`config.mk`:
```
export PLATFORM = sky130hd
export DESIGN_NAME = adc_sequence_priority_control
export DESIGN_NICKNAME = d
export VERILOG_FILES = /design/src/rtl/adc_seq_pkg.sv /design/src/rtl/adc_sequence_priority_control.sv
export SDC_FILE = /design/constraint.sdc
export NUM_CORES = 1
export LEC_CHECK = 0
export BUFFER_PORTS_ARGS = -buffer_cell sky130_fd_sc_hd__buf_4
export CAP_MARGIN = 20
export CORE_ASPECT_RATIO = 0.7
export CORE_MARGIN = 2
export CORE_UTILIZATION = 40
export DETAILED_ROUTE_END_ITERATION = 12
export GPL_ROUTABILITY_DRIVEN = 0
export SYNTH_ARGS = -nofsm -noshare
export SYNTH_HDL_FRONTEND = slang
export SYNTH_SLANG_ARGS = --single-unit
```
`constraint.sdc`:
```
create_clock -name clock -period 13.32 [get_ports clock]
set_clock_uncertainty 0.2 [all_clocks]
set_input_delay 0 -clock clock [delete_from_list [all_inputs] [get_ports clock]]
set_output_delay 0 -clock clock [all_outputs]
set_load 0.05 [all_outputs]
```
`src/rtl/adc_seq_pkg.sv`:
```
package adc_seq_pkg;
  localparam int unsigned chan_w = 4;
  localparam int unsigned result_w = 10;
  localparam int unsigned num_results = 12;
  localparam int unsigned conv_time_ns = 1000;
  localparam int unsigned clock_period_ns = 10;
  localparam int unsigned conv_cycles = (conv_time_ns + clock_period_ns - 1) / clock_period_ns;
  localparam int unsigned conv_cnt_w = 8;
  localparam logic [1:0] scan_len_4 = 2'h0;
  localparam logic [1:0] scan_len_8 = 2'h1;
  localparam logic [1:0] scan_len_12 = 2'h2;
  localparam logic [1:0] irq_every_1 = 2'h0;
  localparam logic [1:0] irq_every_4 = 2'h1;
  localparam logic [1:0] irq_every_8 = 2'h2;
  localparam logic [3:0] group_4_mask = 4'hc;
  localparam logic [chan_w-1:0] chan_reset = 4'h0;
  localparam logic [result_w-1:0] result_reset = 10'h000;
  typedef enum logic [1:0] {st_idle, st_normal, st_prio} seq_state_e;
endpackage

```
`src/rtl/adc_sequence_priority_control.sv`:
```
`timescale 1ns/1ns
// Notes on behaviour
// - Fixed mode converts chan_select only
// - Scan group from chan_select and length
// - Start bits launch normal or priority conversion
// - Priority is always fixed single conversion
// - Source select: 0 pin fall, 1 timer
// - Hardware starts need their enable bit
// - Software starts work with hardware enabled
// - Starts set matching busy flag, except a normal start while priority runs or starts
// - Priority start keeps normal busy and done
// - Priority pre-empts normal, then normal resumes
// - Interrupted channel is reconverted on resume
// - Repeat cleared: finish current, drop busy
// - Fixed single: done, not busy, interrupt
// - Scan single: done after whole scan
// - Fixed repeat: busy stays, done at interval
// - Scan repeat: done each pass, busy stays
// - Priority end: irq, done, result stored
// - Result valid when stored and not overrun
// - Reading done flags clears them
// - Priority start during priority is ignored
// - Repeat interval 1, 4 or 8 results
module adc_sequence_priority_control
  import adc_seq_pkg::*;
(
  // Clock and reset
  input wire logic clock,
  input wire logic sys_rst,
  // Mode configuration
  input wire logic scan_sel,
  input wire logic repeat_sel,
  input wire logic [chan_w-1:0] chan_select,
  input wire logic [1:0] scan_length_sel,
  input wire logic [1:0] repeat_irq_interval,
  input wire logic [chan_w-1:0] prio_chan_select,
  // Start sources
  input wire logic normal_start,
  input wire logic prio_start,
  input wire logic soft_reset_cmd,
  input wire logic normal_hw_src_sel,
  input wire logic prio_hw_src_sel,
  input wire logic normal_hw_trig_en,
  input wire logic prio_hw_trig_en,
  input wire logic ext_trigger_pin,
  input wire logic timer_match,
  // Converter core
  output logic [chan_w-1:0] analog_input,
  output logic conv_start,
  input wire logic conv_done,
  input wire logic [result_w-1:0] conv_data,
  // Status
  output logic normal_busy,
  output logic prio_busy,
  output logic normal_done,
  output logic prio_done,
  input wire logic normal_done_read,
  input wire logic prio_done_read,
  output logic normal_done_irq,
  output logic prio_done_irq,
  // Results
  input wire logic [3:0] result_index,
  input wire logic result_read,
  output logic [result_w-1:0] result_reg,
  output logic result_stored,
  output logic result_overrun,
  output logic result_valid,
  output logic [result_w-1:0] prio_result_reg
);

  // ----------------------------------------
  // Trigger synchroniser and edges
  // ----------------------------------------
  logic trig_sync1_reg, trig_sync1_next;
  logic trig_sync2_reg, trig_sync2_next;
  logic trig_prev_reg, trig_prev_next;
  logic pin_fall, hw_normal, hw_prio, go_normal, go_prio;

  always_comb begin
    trig_sync1_next = ext_trigger_pin;
    trig_sync2_next = trig_sync1_reg;
    trig_prev_next = trig_sync2_reg;
  end

  always_ff @(posedge clock or posedge sys_rst) begin
    if (sys_rst) begin
      trig_sync1_reg <= 1'b1;
      trig_sync2_reg <= 1'b1;
      trig_prev_reg <= 1'b1;
    end else begin
      trig_sync1_reg <= trig_sync1_next;
      trig_sync2_reg <= trig_sync2_next;
      trig_prev_reg <= trig_prev_next;
    end
  end

  assign pin_fall = trig_prev_reg & ~trig_sync2_reg;
  assign hw_normal = normal_hw_trig_en & (normal_hw_src_sel ? timer_match : pin_fall);
  assign hw_prio = prio_hw_trig_en & (prio_hw_src_sel ? timer_match : pin_fall);
  assign go_normal = normal_start | hw_normal;
  assign go_prio = prio_start | hw_prio;

  // ----------------------------------------
  // Sequencer
  // ----------------------------------------
  seq_state_e state_reg, state_next;
  logic [chan_w-1:0] cur_chan_reg, cur_chan_next;
  logic [chan_w-1:0] first_chan_reg, first_chan_next;
  logic [chan_w-1:0] last_chan_reg, last_chan_next;
  logic [2:0] rep_cnt_reg, rep_cnt_next;
  logic scan_reg, scan_next;
  logic nbusy_reg, nbusy_next;
  logic pbusy_reg, pbusy_next;
  logic ndone_reg, ndone_next;
  logic pdone_reg, pdone_next;
  logic nirq_reg, nirq_next;
  logic pirq_reg, pirq_next;
  logic cstart_reg, cstart_next;
  logic [chan_w-1:0] ain_reg, ain_next;
  logic [result_w-1:0] presult_reg, presult_next;
  logic [result_w-1:0] res_mem_reg [num_results];
  logic [result_w-1:0] res_mem_next [num_results];
  logic [num_results-1:0] stored_reg, stored_next;
  logic [num_results-1:0] ovr_reg, ovr_next;
  logic [chan_w-1:0] grp_first, grp_last, store_idx;
  logic [2:0] rep_limit;
  logic set_ndone, set_pdone;

  // Scan group bounds
  always_comb begin
    grp_first = chan_reset;
    grp_last = chan_select;
    if (scan_length_sel == scan_len_4) begin
      grp_first = chan_select & group_4_mask;
    end
  end

  always_comb begin
    case (repeat_irq_interval)
      irq_every_4: rep_limit = 3'h3;
      irq_every_8: rep_limit = 3'h7;
      default: rep_limit = 3'h0;
    endcase
  end

  // Fixed repeat fills registers in turn, else indexed by channel
  assign store_idx = (!scan_reg && repeat_sel) ? {1'b0, rep_cnt_reg} : cur_chan_reg;

  always_comb begin
    state_next = state_reg;
    cur_chan_next = cur_chan_reg;
    first_chan_next = first_chan_reg;
    last_chan_next = last_chan_reg;
    rep_cnt_next = rep_cnt_reg;
    scan_next = scan_reg;
    nbusy_next = nbusy_reg;
    pbusy_next = pbusy_reg;
    nirq_next = 1'b0;
    pirq_next = 1'b0;
    cstart_next = 1'b0;
    ain_next = ain_reg;
    presult_next = presult_reg;
    res_mem_next = res_mem_reg;
    stored_next = stored_reg;
    ovr_next = ovr_reg;
    set_ndone = 1'b0;
    set_pdone = 1'b0;
    if (result_read && result_index < 4'hc) begin
      stored_next[result_index] = 1'b0;
      ovr_next[result_index] = 1'b0;
    end
    case (state_reg)
      st_idle: begin
        if (go_prio) begin
          state_next = st_prio;
          pbusy_next = 1'b1;
          ain_next = prio_chan_select;
          cstart_next = 1'b1;
        end else if (go_normal) begin
          state_next = st_normal;
          nbusy_next = 1'b1;
          scan_next = scan_sel;
          rep_cnt_next = 3'h0;
          first_chan_next = scan_sel ? grp_first : chan_select;
          last_chan_next = scan_sel ? grp_last : chan_select;
          cur_chan_next = scan_sel ? grp_first : chan_select;
          ain_next = scan_sel ? grp_first : chan_select;
          cstart_next = 1'b1;
        end
      end
      st_normal: begin
        if (go_prio) begin
          // Suspend; current channel kept for reconversion
          state_next = st_prio;
          pbusy_next = 1'b1;
          ain_next = prio_chan_select;
          cstart_next = 1'b1;
        end else if (conv_done) begin
          if (stored_reg[store_idx] && !(result_read && result_index == store_idx)) begin
            ovr_next[store_idx] = 1'b1;
          end
          stored_next[store_idx] = 1'b1;
          res_mem_next[store_idx] = conv_data;
          if (!scan_reg && !repeat_sel) begin
            set_ndone = 1'b1;
            nbusy_next = 1'b0;
            nirq_next = 1'b1;
            state_next = st_idle;
          end else if (!scan_reg) begin
            rep_cnt_next = (rep_cnt_reg == rep_limit) ? 3'h0 : rep_cnt_reg + 3'h1;
            if (rep_cnt_reg == rep_limit) begin
              set_ndone = 1'b1;
              nirq_next = 1'b1;
            end
            cstart_next = 1'b1;
          end else if (cur_chan_reg == last_chan_reg) begin
            set_ndone = 1'b1;
            nirq_next = 1'b1;
            cur_chan_next = first_chan_reg;
            ain_next = first_chan_reg;
            if (repeat_sel) begin
              cstart_next = 1'b1;
            end else begin
              nbusy_next = 1'b0;
              state_next = st_idle;
            end
          end else begin
            cur_chan_next = cur_chan_reg + 4'h1;
            ain_next = cur_chan_reg + 4'h1;
            cstart_next = 1'b1;
          end
        end
      end
      st_prio: begin
        // Further priority starts ignored
        if (conv_done) begin
          presult_next = conv_data;
          set_pdone = 1'b1;
          pirq_next = 1'b1;
          pbusy_next = 1'b0;
          if (nbusy_reg) begin
            state_next = st_normal;
            ain_next = cur_chan_reg;
            cstart_next = 1'b1;
          end else begin
            state_next = st_idle;
          end
        end
      end
      default: state_next = st_idle;
    endcase
    if (soft_reset_cmd) begin
      state_next = st_idle;
      nbusy_next = 1'b0;
      pbusy_next = 1'b0;
      cstart_next = 1'b0;
    end
  end

  // Set wins over read clear
  assign ndone_next = set_ndone | (ndone_reg & ~normal_done_read);
  assign pdone_next = set_pdone | (pdone_reg & ~prio_done_read);

  always_ff @(posedge clock or posedge sys_rst) begin
    if (sys_rst) begin
      state_reg <= st_idle;
      cur_chan_reg <= chan_reset;
      first_chan_reg <= chan_reset;
      last_chan_reg <= chan_reset;
      rep_cnt_reg <= 3'h0;
      scan_reg <= 1'b0;
      nbusy_reg <= 1'b0;
      pbusy_reg <= 1'b0;
      ndone_reg <= 1'b0;
      pdone_reg <= 1'b0;
      nirq_reg <= 1'b0;
      pirq_reg <= 1'b0;
      cstart_reg <= 1'b0;
      ain_reg <= chan_reset;
      presult_reg <= result_reset;
      res_mem_reg <= '{default: result_reset};
      stored_reg <= '0;
      ovr_reg <= '0;
    end else begin
      state_reg <= state_next;
      cur_chan_reg <= cur_chan_next;
      first_chan_reg <= first_chan_next;
      last_chan_reg <= last_chan_next;
      rep_cnt_reg <= rep_cnt_next;
      scan_reg <= scan_next;
      nbusy_reg <= nbusy_next;
      pbusy_reg <= pbusy_next;
      ndone_reg <= ndone_next;
      pdone_reg <= pdone_next;
      nirq_reg <= nirq_next;
      pirq_reg <= pirq_next;
      cstart_reg <= cstart_next;
      ain_reg <= ain_next;
      presult_reg <= presult_next;
      res_mem_reg <= res_mem_next;
      stored_reg <= stored_next;
      ovr_reg <= ovr_next;
    end
  end

  // ----------------------------------------
  // Outputs
  // ----------------------------------------
  assign analog_input = ain_reg;
  assign conv_start = cstart_reg;
  assign normal_busy = nbusy_reg;
  assign prio_busy = pbusy_reg;
  assign normal_done = ndone_reg;
  assign prio_done = pdone_reg;
  assign normal_done_irq = nirq_reg;
  assign prio_done_irq = pirq_reg;
  assign prio_result_reg = presult_reg;
  assign result_reg = (result_index < 4'hc) ? res_mem_reg[result_index] : result_reset;
  assign result_stored = (result_index < 4'hc) ? stored_reg[result_index] : 1'b0;
  assign result_overrun = (result_index < 4'hc) ? ovr_reg[result_index] : 1'b0;
  assign result_valid = result_stored & ~result_overrun;

endmodule

```
**Word-level counts from Yosys, hierarchy flattened**

Cells that the tools add are included.
W data, S select, Z words.

- Register bits: 186
- Input port bits: 43
- Output and inout bits: 34

- Add/subtract/negate cells: 2
- Magnitude comparators: 8
- Equality and inequality tests: 34
- Mux-type cells: 102
- Bitwise gates (word level): 22
- Reductions and logical operators: 27

Operators by type and width:

| operator | count |
|---|---|
| $bwmux W120 | 1 |
| $mux W12 | 9 |
| $mux W4 | 14 |
| $mux W1 | 42 |
| $bmux W10 S4 | 1 |
| $demux W10 S4 | 1 |
| $mux W10 | 4 |
| $ne A3 B3 Y1 const B | 9 |
| $and A12 B12 Y12 | 2 |
| $or A12 B12 Y12 | 2 |
| $mux W3 | 7 |
| $reduce_and A7 Y1 | 3 |
| $mux W2 | 10 |
| $ne A4 B4 Y1 const B | 5 |
| $ne A2 B2 Y1 const B | 9 |
| $ne A5 B5 Y1 const B | 3 |
| $bmux W1 S4 | 3 |
| $not A12 Y12 | 1 |
| $pmux W3 S2 | 2 |
| $pmux W4 S3 | 1 |
| $ge A5 B5 Y1 const B | 2 |
| $lt A4 B5 Y1 const B | 2 |
| $not A4 Y5 | 2 |
| $reduce_and A3 Y1 | 3 |
| other kinds (27) | 57 |

**Depth between registers and ports, before layout**

- Depth in word-level cells: 12
- Mapped depth: 8

**Least setup slack after synthesis**

OpenSTA, ideal clock, no wires.

- Path kind: input to output
- From: input result_index[1]
- To: output result_valid
- Arrival: 2.931 ns
- Required time: 13.120 ns
- Path slack: 10.189 ns
- Cell stages on the path: 6
- Path buffers: 2
- Cell sequence: clkbuf_1 clkbuf_1 mux4_2 mux2i_1 o21ai_0 nor2b_1

RTL lines:

| element | line | source |
|---|---|---|
| from (decl) | adc_sequence_priority_control.sv:62 | `input wire logic [3:0] result_index,` |
| $bmux W1 S4 | adc_sequence_priority_control.sv:319 | `assign result_stored = (result_index < 4'hc) ? stored_reg[result_index] : 1'b0;` |
| $mux W1 (not written as such) | adc_sequence_priority_control.sv:319 |  |
| $mux W1 (*) | adc_sequence_priority_control.sv:319 |  |
| via result_stored | adc_sequence_priority_control.sv:65 | `output logic result_stored,` |
| $and A1 B1 Y1 (*) | adc_sequence_priority_control.sv:321 | `assign result_valid = result_stored & ~result_overrun;` |
| to (decl) | adc_sequence_priority_control.sv:67 | `output logic result_valid,` |

Mark *: on every way through the listed nets, which the timed path passes. The rest lies on a longest branch. The select of a mux whose other input is x is not followed.

**Final worst setup path**

- From: register scan_reg
- To: register res_mem_reg[27] (netlist name)

- Longest elaborated chain between the ends: 9

RTL lines:

| element | line | source |
|---|---|---|
| from (decl) | adc_sequence_priority_control.sv:111 | `logic scan_reg, scan_next;` |
| from (signal assigned) | adc_sequence_priority_control.sv:290 | `scan_reg <= scan_next;` |
| $logic_not A1 Y1 (*) | -- |  |
| $logic_and A1 B1 Y1 (*) | adc_sequence_priority_control.sv:147 | `assign store_idx = (!scan_reg && repeat_sel) ? {1'b0, rep_cnt_reg} : cur_chan_reg;` |
| $mux W4 (*) | adc_sequence_priority_control.sv:147 |  |
| $not A4 Y5 (not written as such) (*) | adc_sequence_priority_control.sv:203 | `res_mem_next[store_idx] = conv_data;` |
| $ge A5 B5 Y1 (not written as such) or $lt A5 B1 Y1 (tied branches) | adc_sequence_priority_control.sv:203 |  |
| $logic_and A1 B1 Y1 (not written as such) | adc_sequence_priority_control.sv:203 |  |
| $mux W10 (not written as such) | adc_sequence_priority_control.sv:203 |  |
| $demux W10 S4 (*) | adc_sequence_priority_control.sv:203 |  |
| $bwmux W120 (*) | adc_sequence_priority_control.sv:203 |  |
| to (signal assigned) | adc_sequence_priority_control.sv:300 | `res_mem_reg <= res_mem_next;` |
| to (decl) | adc_sequence_priority_control.sv:121 | `logic [result_w-1:0] res_mem_reg [num_results];` |

Every way passes the cells marked *; elsewhere a longest branch is shown, timed or not.
A chain may end at the register's enable or synchronous reset.

==> key figures <==
Outcome
  • Status: finished clean

Die
  • Die height: 131.6 um
  • I/O Pins: 77
  • Die footprint: 24500 um2
  • Chip Width: 186.2 um
  • Row cnt: 46
  • Core ar.: 22730 um2
  • Initial Utilization: 40.90%

Synthesis
  • Syn Area/Cell: 12.81 um2
  • Ys async rst share: 100.0%
  • Synth unique cells: 62
  • Synth top area cells: dfrtp_1 49%, mux2_2 16%, mux4_2 9.0%
  • Cell taking the most area after synthesis: dfrtp_1
  • Sequential area share after synthesis: 50.09%
  • Syn Nets: 776
  • Synth cell count leaders: 183 x dfrtp_1, 131 x mux2_2, 62 x nand2_1, 37 x mux4_2, 31 x clkbuf_1
  • Post-synthesis cell area: 9299 um2
  • Synth Warn #: 0
  • Syn Inst Count: 726
  • Post-synth EDFFs: 0
  • Synthesis-stage register bit count: 186
  • Main synth FF type: dfrtp_1
  • Top cell type's share of synthesized area: 49.25%
  • Count leader, synth: dfrtp_1

Routing
  • Vias/cell: 5.684
  • Post-route ant nets: 0
  • Via count: 6485
  • 1st-iter DRT viols: 557
  • DR pass1 iterations: 5
  • Routed len/inst: 21.26 um
  • Detailed-route wire length: 24260 um
  • Residual DRC: 0

Min path
  • Worst Hold Endpoint: stored_reg[3]$_DFF_PP0_
  • Hold Path Depth: 3
  • Hold Crit Class: primary input to flop
  • HP Start: result_index[1]

Clock network
  • Postcts setup bufs: 0
  • CTS tree: built
  • Hold-fix buffers at CTS: 41
  • Worst-skew pair later-pin latency: 0.44 ns
  • CTS root buffer: clkbuf_16
  • CTS Buffer Depth: 2
  • H-tree level count: 4
  • Post_cts resized: 0
  • Clock-pin slew on the worst setup and hold paths: 0.08 ns
  • Total CTS buffers: 17
  • Clock sinks: 186

Timing
  • Final Max Tran Viols: 0
  • Minimum clock period: 3.635 ns
  • Hold Vio Cnt, Final: 0
  • Total Neg Setup Slack: 0 ns
  • Slew at the pin closest to its max-slew limit: 1.073 ns
  • Period Utilization, post-route: 27.29%
  • RSZ-0062 raised after global routing: no
  • Peak Freq: 275.1 MHz
  • Setup violators final: 0
  • Relative slew slack: 28.22%

Layout
  • Number of diodes: 0
  • Fill count: 2009
  • P&R area growth vs syn: 19.43%
  • Max reg flops: 120
  • Proportion of layout cells with a drive suffix above 1: 36.79%
  • # nets final: 866
  • Post-Route Utilization: 48.85%

GRT
  • Pin count of the biggest net entering global routing: 112
  • Initial antenna violation count: 0
  • Total track usage: 20.90%
  • Total congestion overflow: 0
  • Vias in the first global route: 6645
  • First-pass GRT wire length: 38720 um

Worst setup path
  • CP max stage cell: nor2_1
  • FF-to-FF Start: scan_reg$_DFFE_PP0P_
  • Slowest stage delay, CP: 0.87 ns
  • CP Capture Type: flop
  • Crit path max fanout: 12
  • CP arrival: 3.76 ns
  • Setup crit start kind: flop
  • Critical-path cell list: nor2b_1 -> mux2i_2 -> nand3b_1 -> nor2_1 -> mux2_2
  • CP bufs+invs: 0
  • R2R Setup Slk: 9.68 ns
  • CP Class: flop to flop
  • CP top delay family: simple AND/OR/NAND/NOR gates
  • Worst EP required: 13.44 ns
  • Cells on worst reg2reg path: 5
  • Reg2reg end: res_mem_reg[27]$_DFFE_PP0P_

Power
  • PD cells: 161.0 nW/um2
  • Max VDD drop: 95.20 uV
  • Static Leak: 5.224 nW

Flow run
  • MaxCap Viol Count: 0

Place
  • HPWL Detailed: 16380 um
  • Input/output buffers: 76
==> per-stage QoR <==
step	hold slack, ns	area, um2	power (mW)	setup WS, ns	std cells
5_1_grt	0.08254	11110	1.874	9.487	1141
3_3_place_gp	-0.08974	10040	1.254	9.785	1063
4_1_cts	0.04115	11030	1.792	9.640	1136
2_1_floorplan	-0.1955	9299	1.123	8.068	726
6_report	0.06241	11110	1.788	9.685	1141
3_5_place_dp	-0.08710	10040	1.278	9.669	1063
==> logic make-up (layout without fill, tap and decap cells) <==
kind of cell	after synthesis	after routing	share of synthesized area (%)
AOI/OAI and AO/OA	95	95	7.145
xor gates and xnor gates	12	12	1.130
DFF	186	186	50.09
adders and majority gates	7	7	0.9418
and+or+nand+nor	159	159	8.557
muxes	202	202	29.06
buffers and inverters	65	168	3.068
==> layout make-up <==
class	count	area [um2]	share of cell area, %
clock buffers	17	425.4	3.831
flip-flops and latches	186	4658	41.94
repair buffers	125	1075	9.678
clock inverters	15	155.1	1.397
multi-input cells	475	4355	39.22
inverters	11	46.29	0.4169
well taps	312	390.4	3.515
==> metal layers <==
layer  share of wire (%)  GRT usage (%)
met2                  44          29.88
met1                  48          31.00
met3                 6.8          5.349
met4                 1.6          6.562
met5                   0              0
==> tightest hold or removal path: stages <==
cell     delay [ns]
buf_4          0.31
nand3_1        0.22
a21o_1         0.12
==> how the worst max path moves through the flow <==
stage,start,endpoint,slack (ns),cells past startpoint
after floorplan,sys_rst,analog_input[0]$_DFFE_PP0P_,8.07,1
after detailed placement,scan_reg$_DFFE_PP0P_,res_mem_reg[13]$_DFFE_PP0P_,9.67,5
after CTS,scan_reg$_DFFE_PP0P_,res_mem_reg[18]$_DFFE_PP0P_,9.64,5
after global routing,state_reg[1]$_DFFE_PP0P_,res_mem_reg[27]$_DFFE_PP0P_,9.49,6
after global placement,state_reg[1]$_DFFE_PP0P_,res_mem_reg[14]$_DFFE_PP0P_,9.78,6
final,scan_reg$_DFFE_PP0P_,res_mem_reg[27]$_DFFE_PP0P_,9.68,5
==> power breakdown <==
| part | switching [mW] | internal, mW |
|---|---|---|
| registers | 0.0862 | 0.670 |
| clock network | 0.253 | 0.250 |
| logic | 0.298 | 0.230 |
| total | 0.637 | 1.15 |
==> cell usage in the layout, fill, tap and decap left out, types with 6 or more instances in the layout <==
cell type,instances
nor3_1,10
o21ai_0,27
buf_4,79
nor2b_1,11
mux2_2,131
ha_1,7
nor2_1,23
a21o_1,8
nand3_1,13
a32o_1,8
a22o_1,6
inv_1,10
clkbuf_16,17
xnor2_1,7
nand2b_1,9
nand2_1,62
clkinv_4,6
dlygate4sd3_1,42
a21oi_1,12
nand3b_1,7
mux2_4,9
mux2i_1,22
dfrtp_1,183
mux4_2,37
Power figures use the tool's default switching activity.
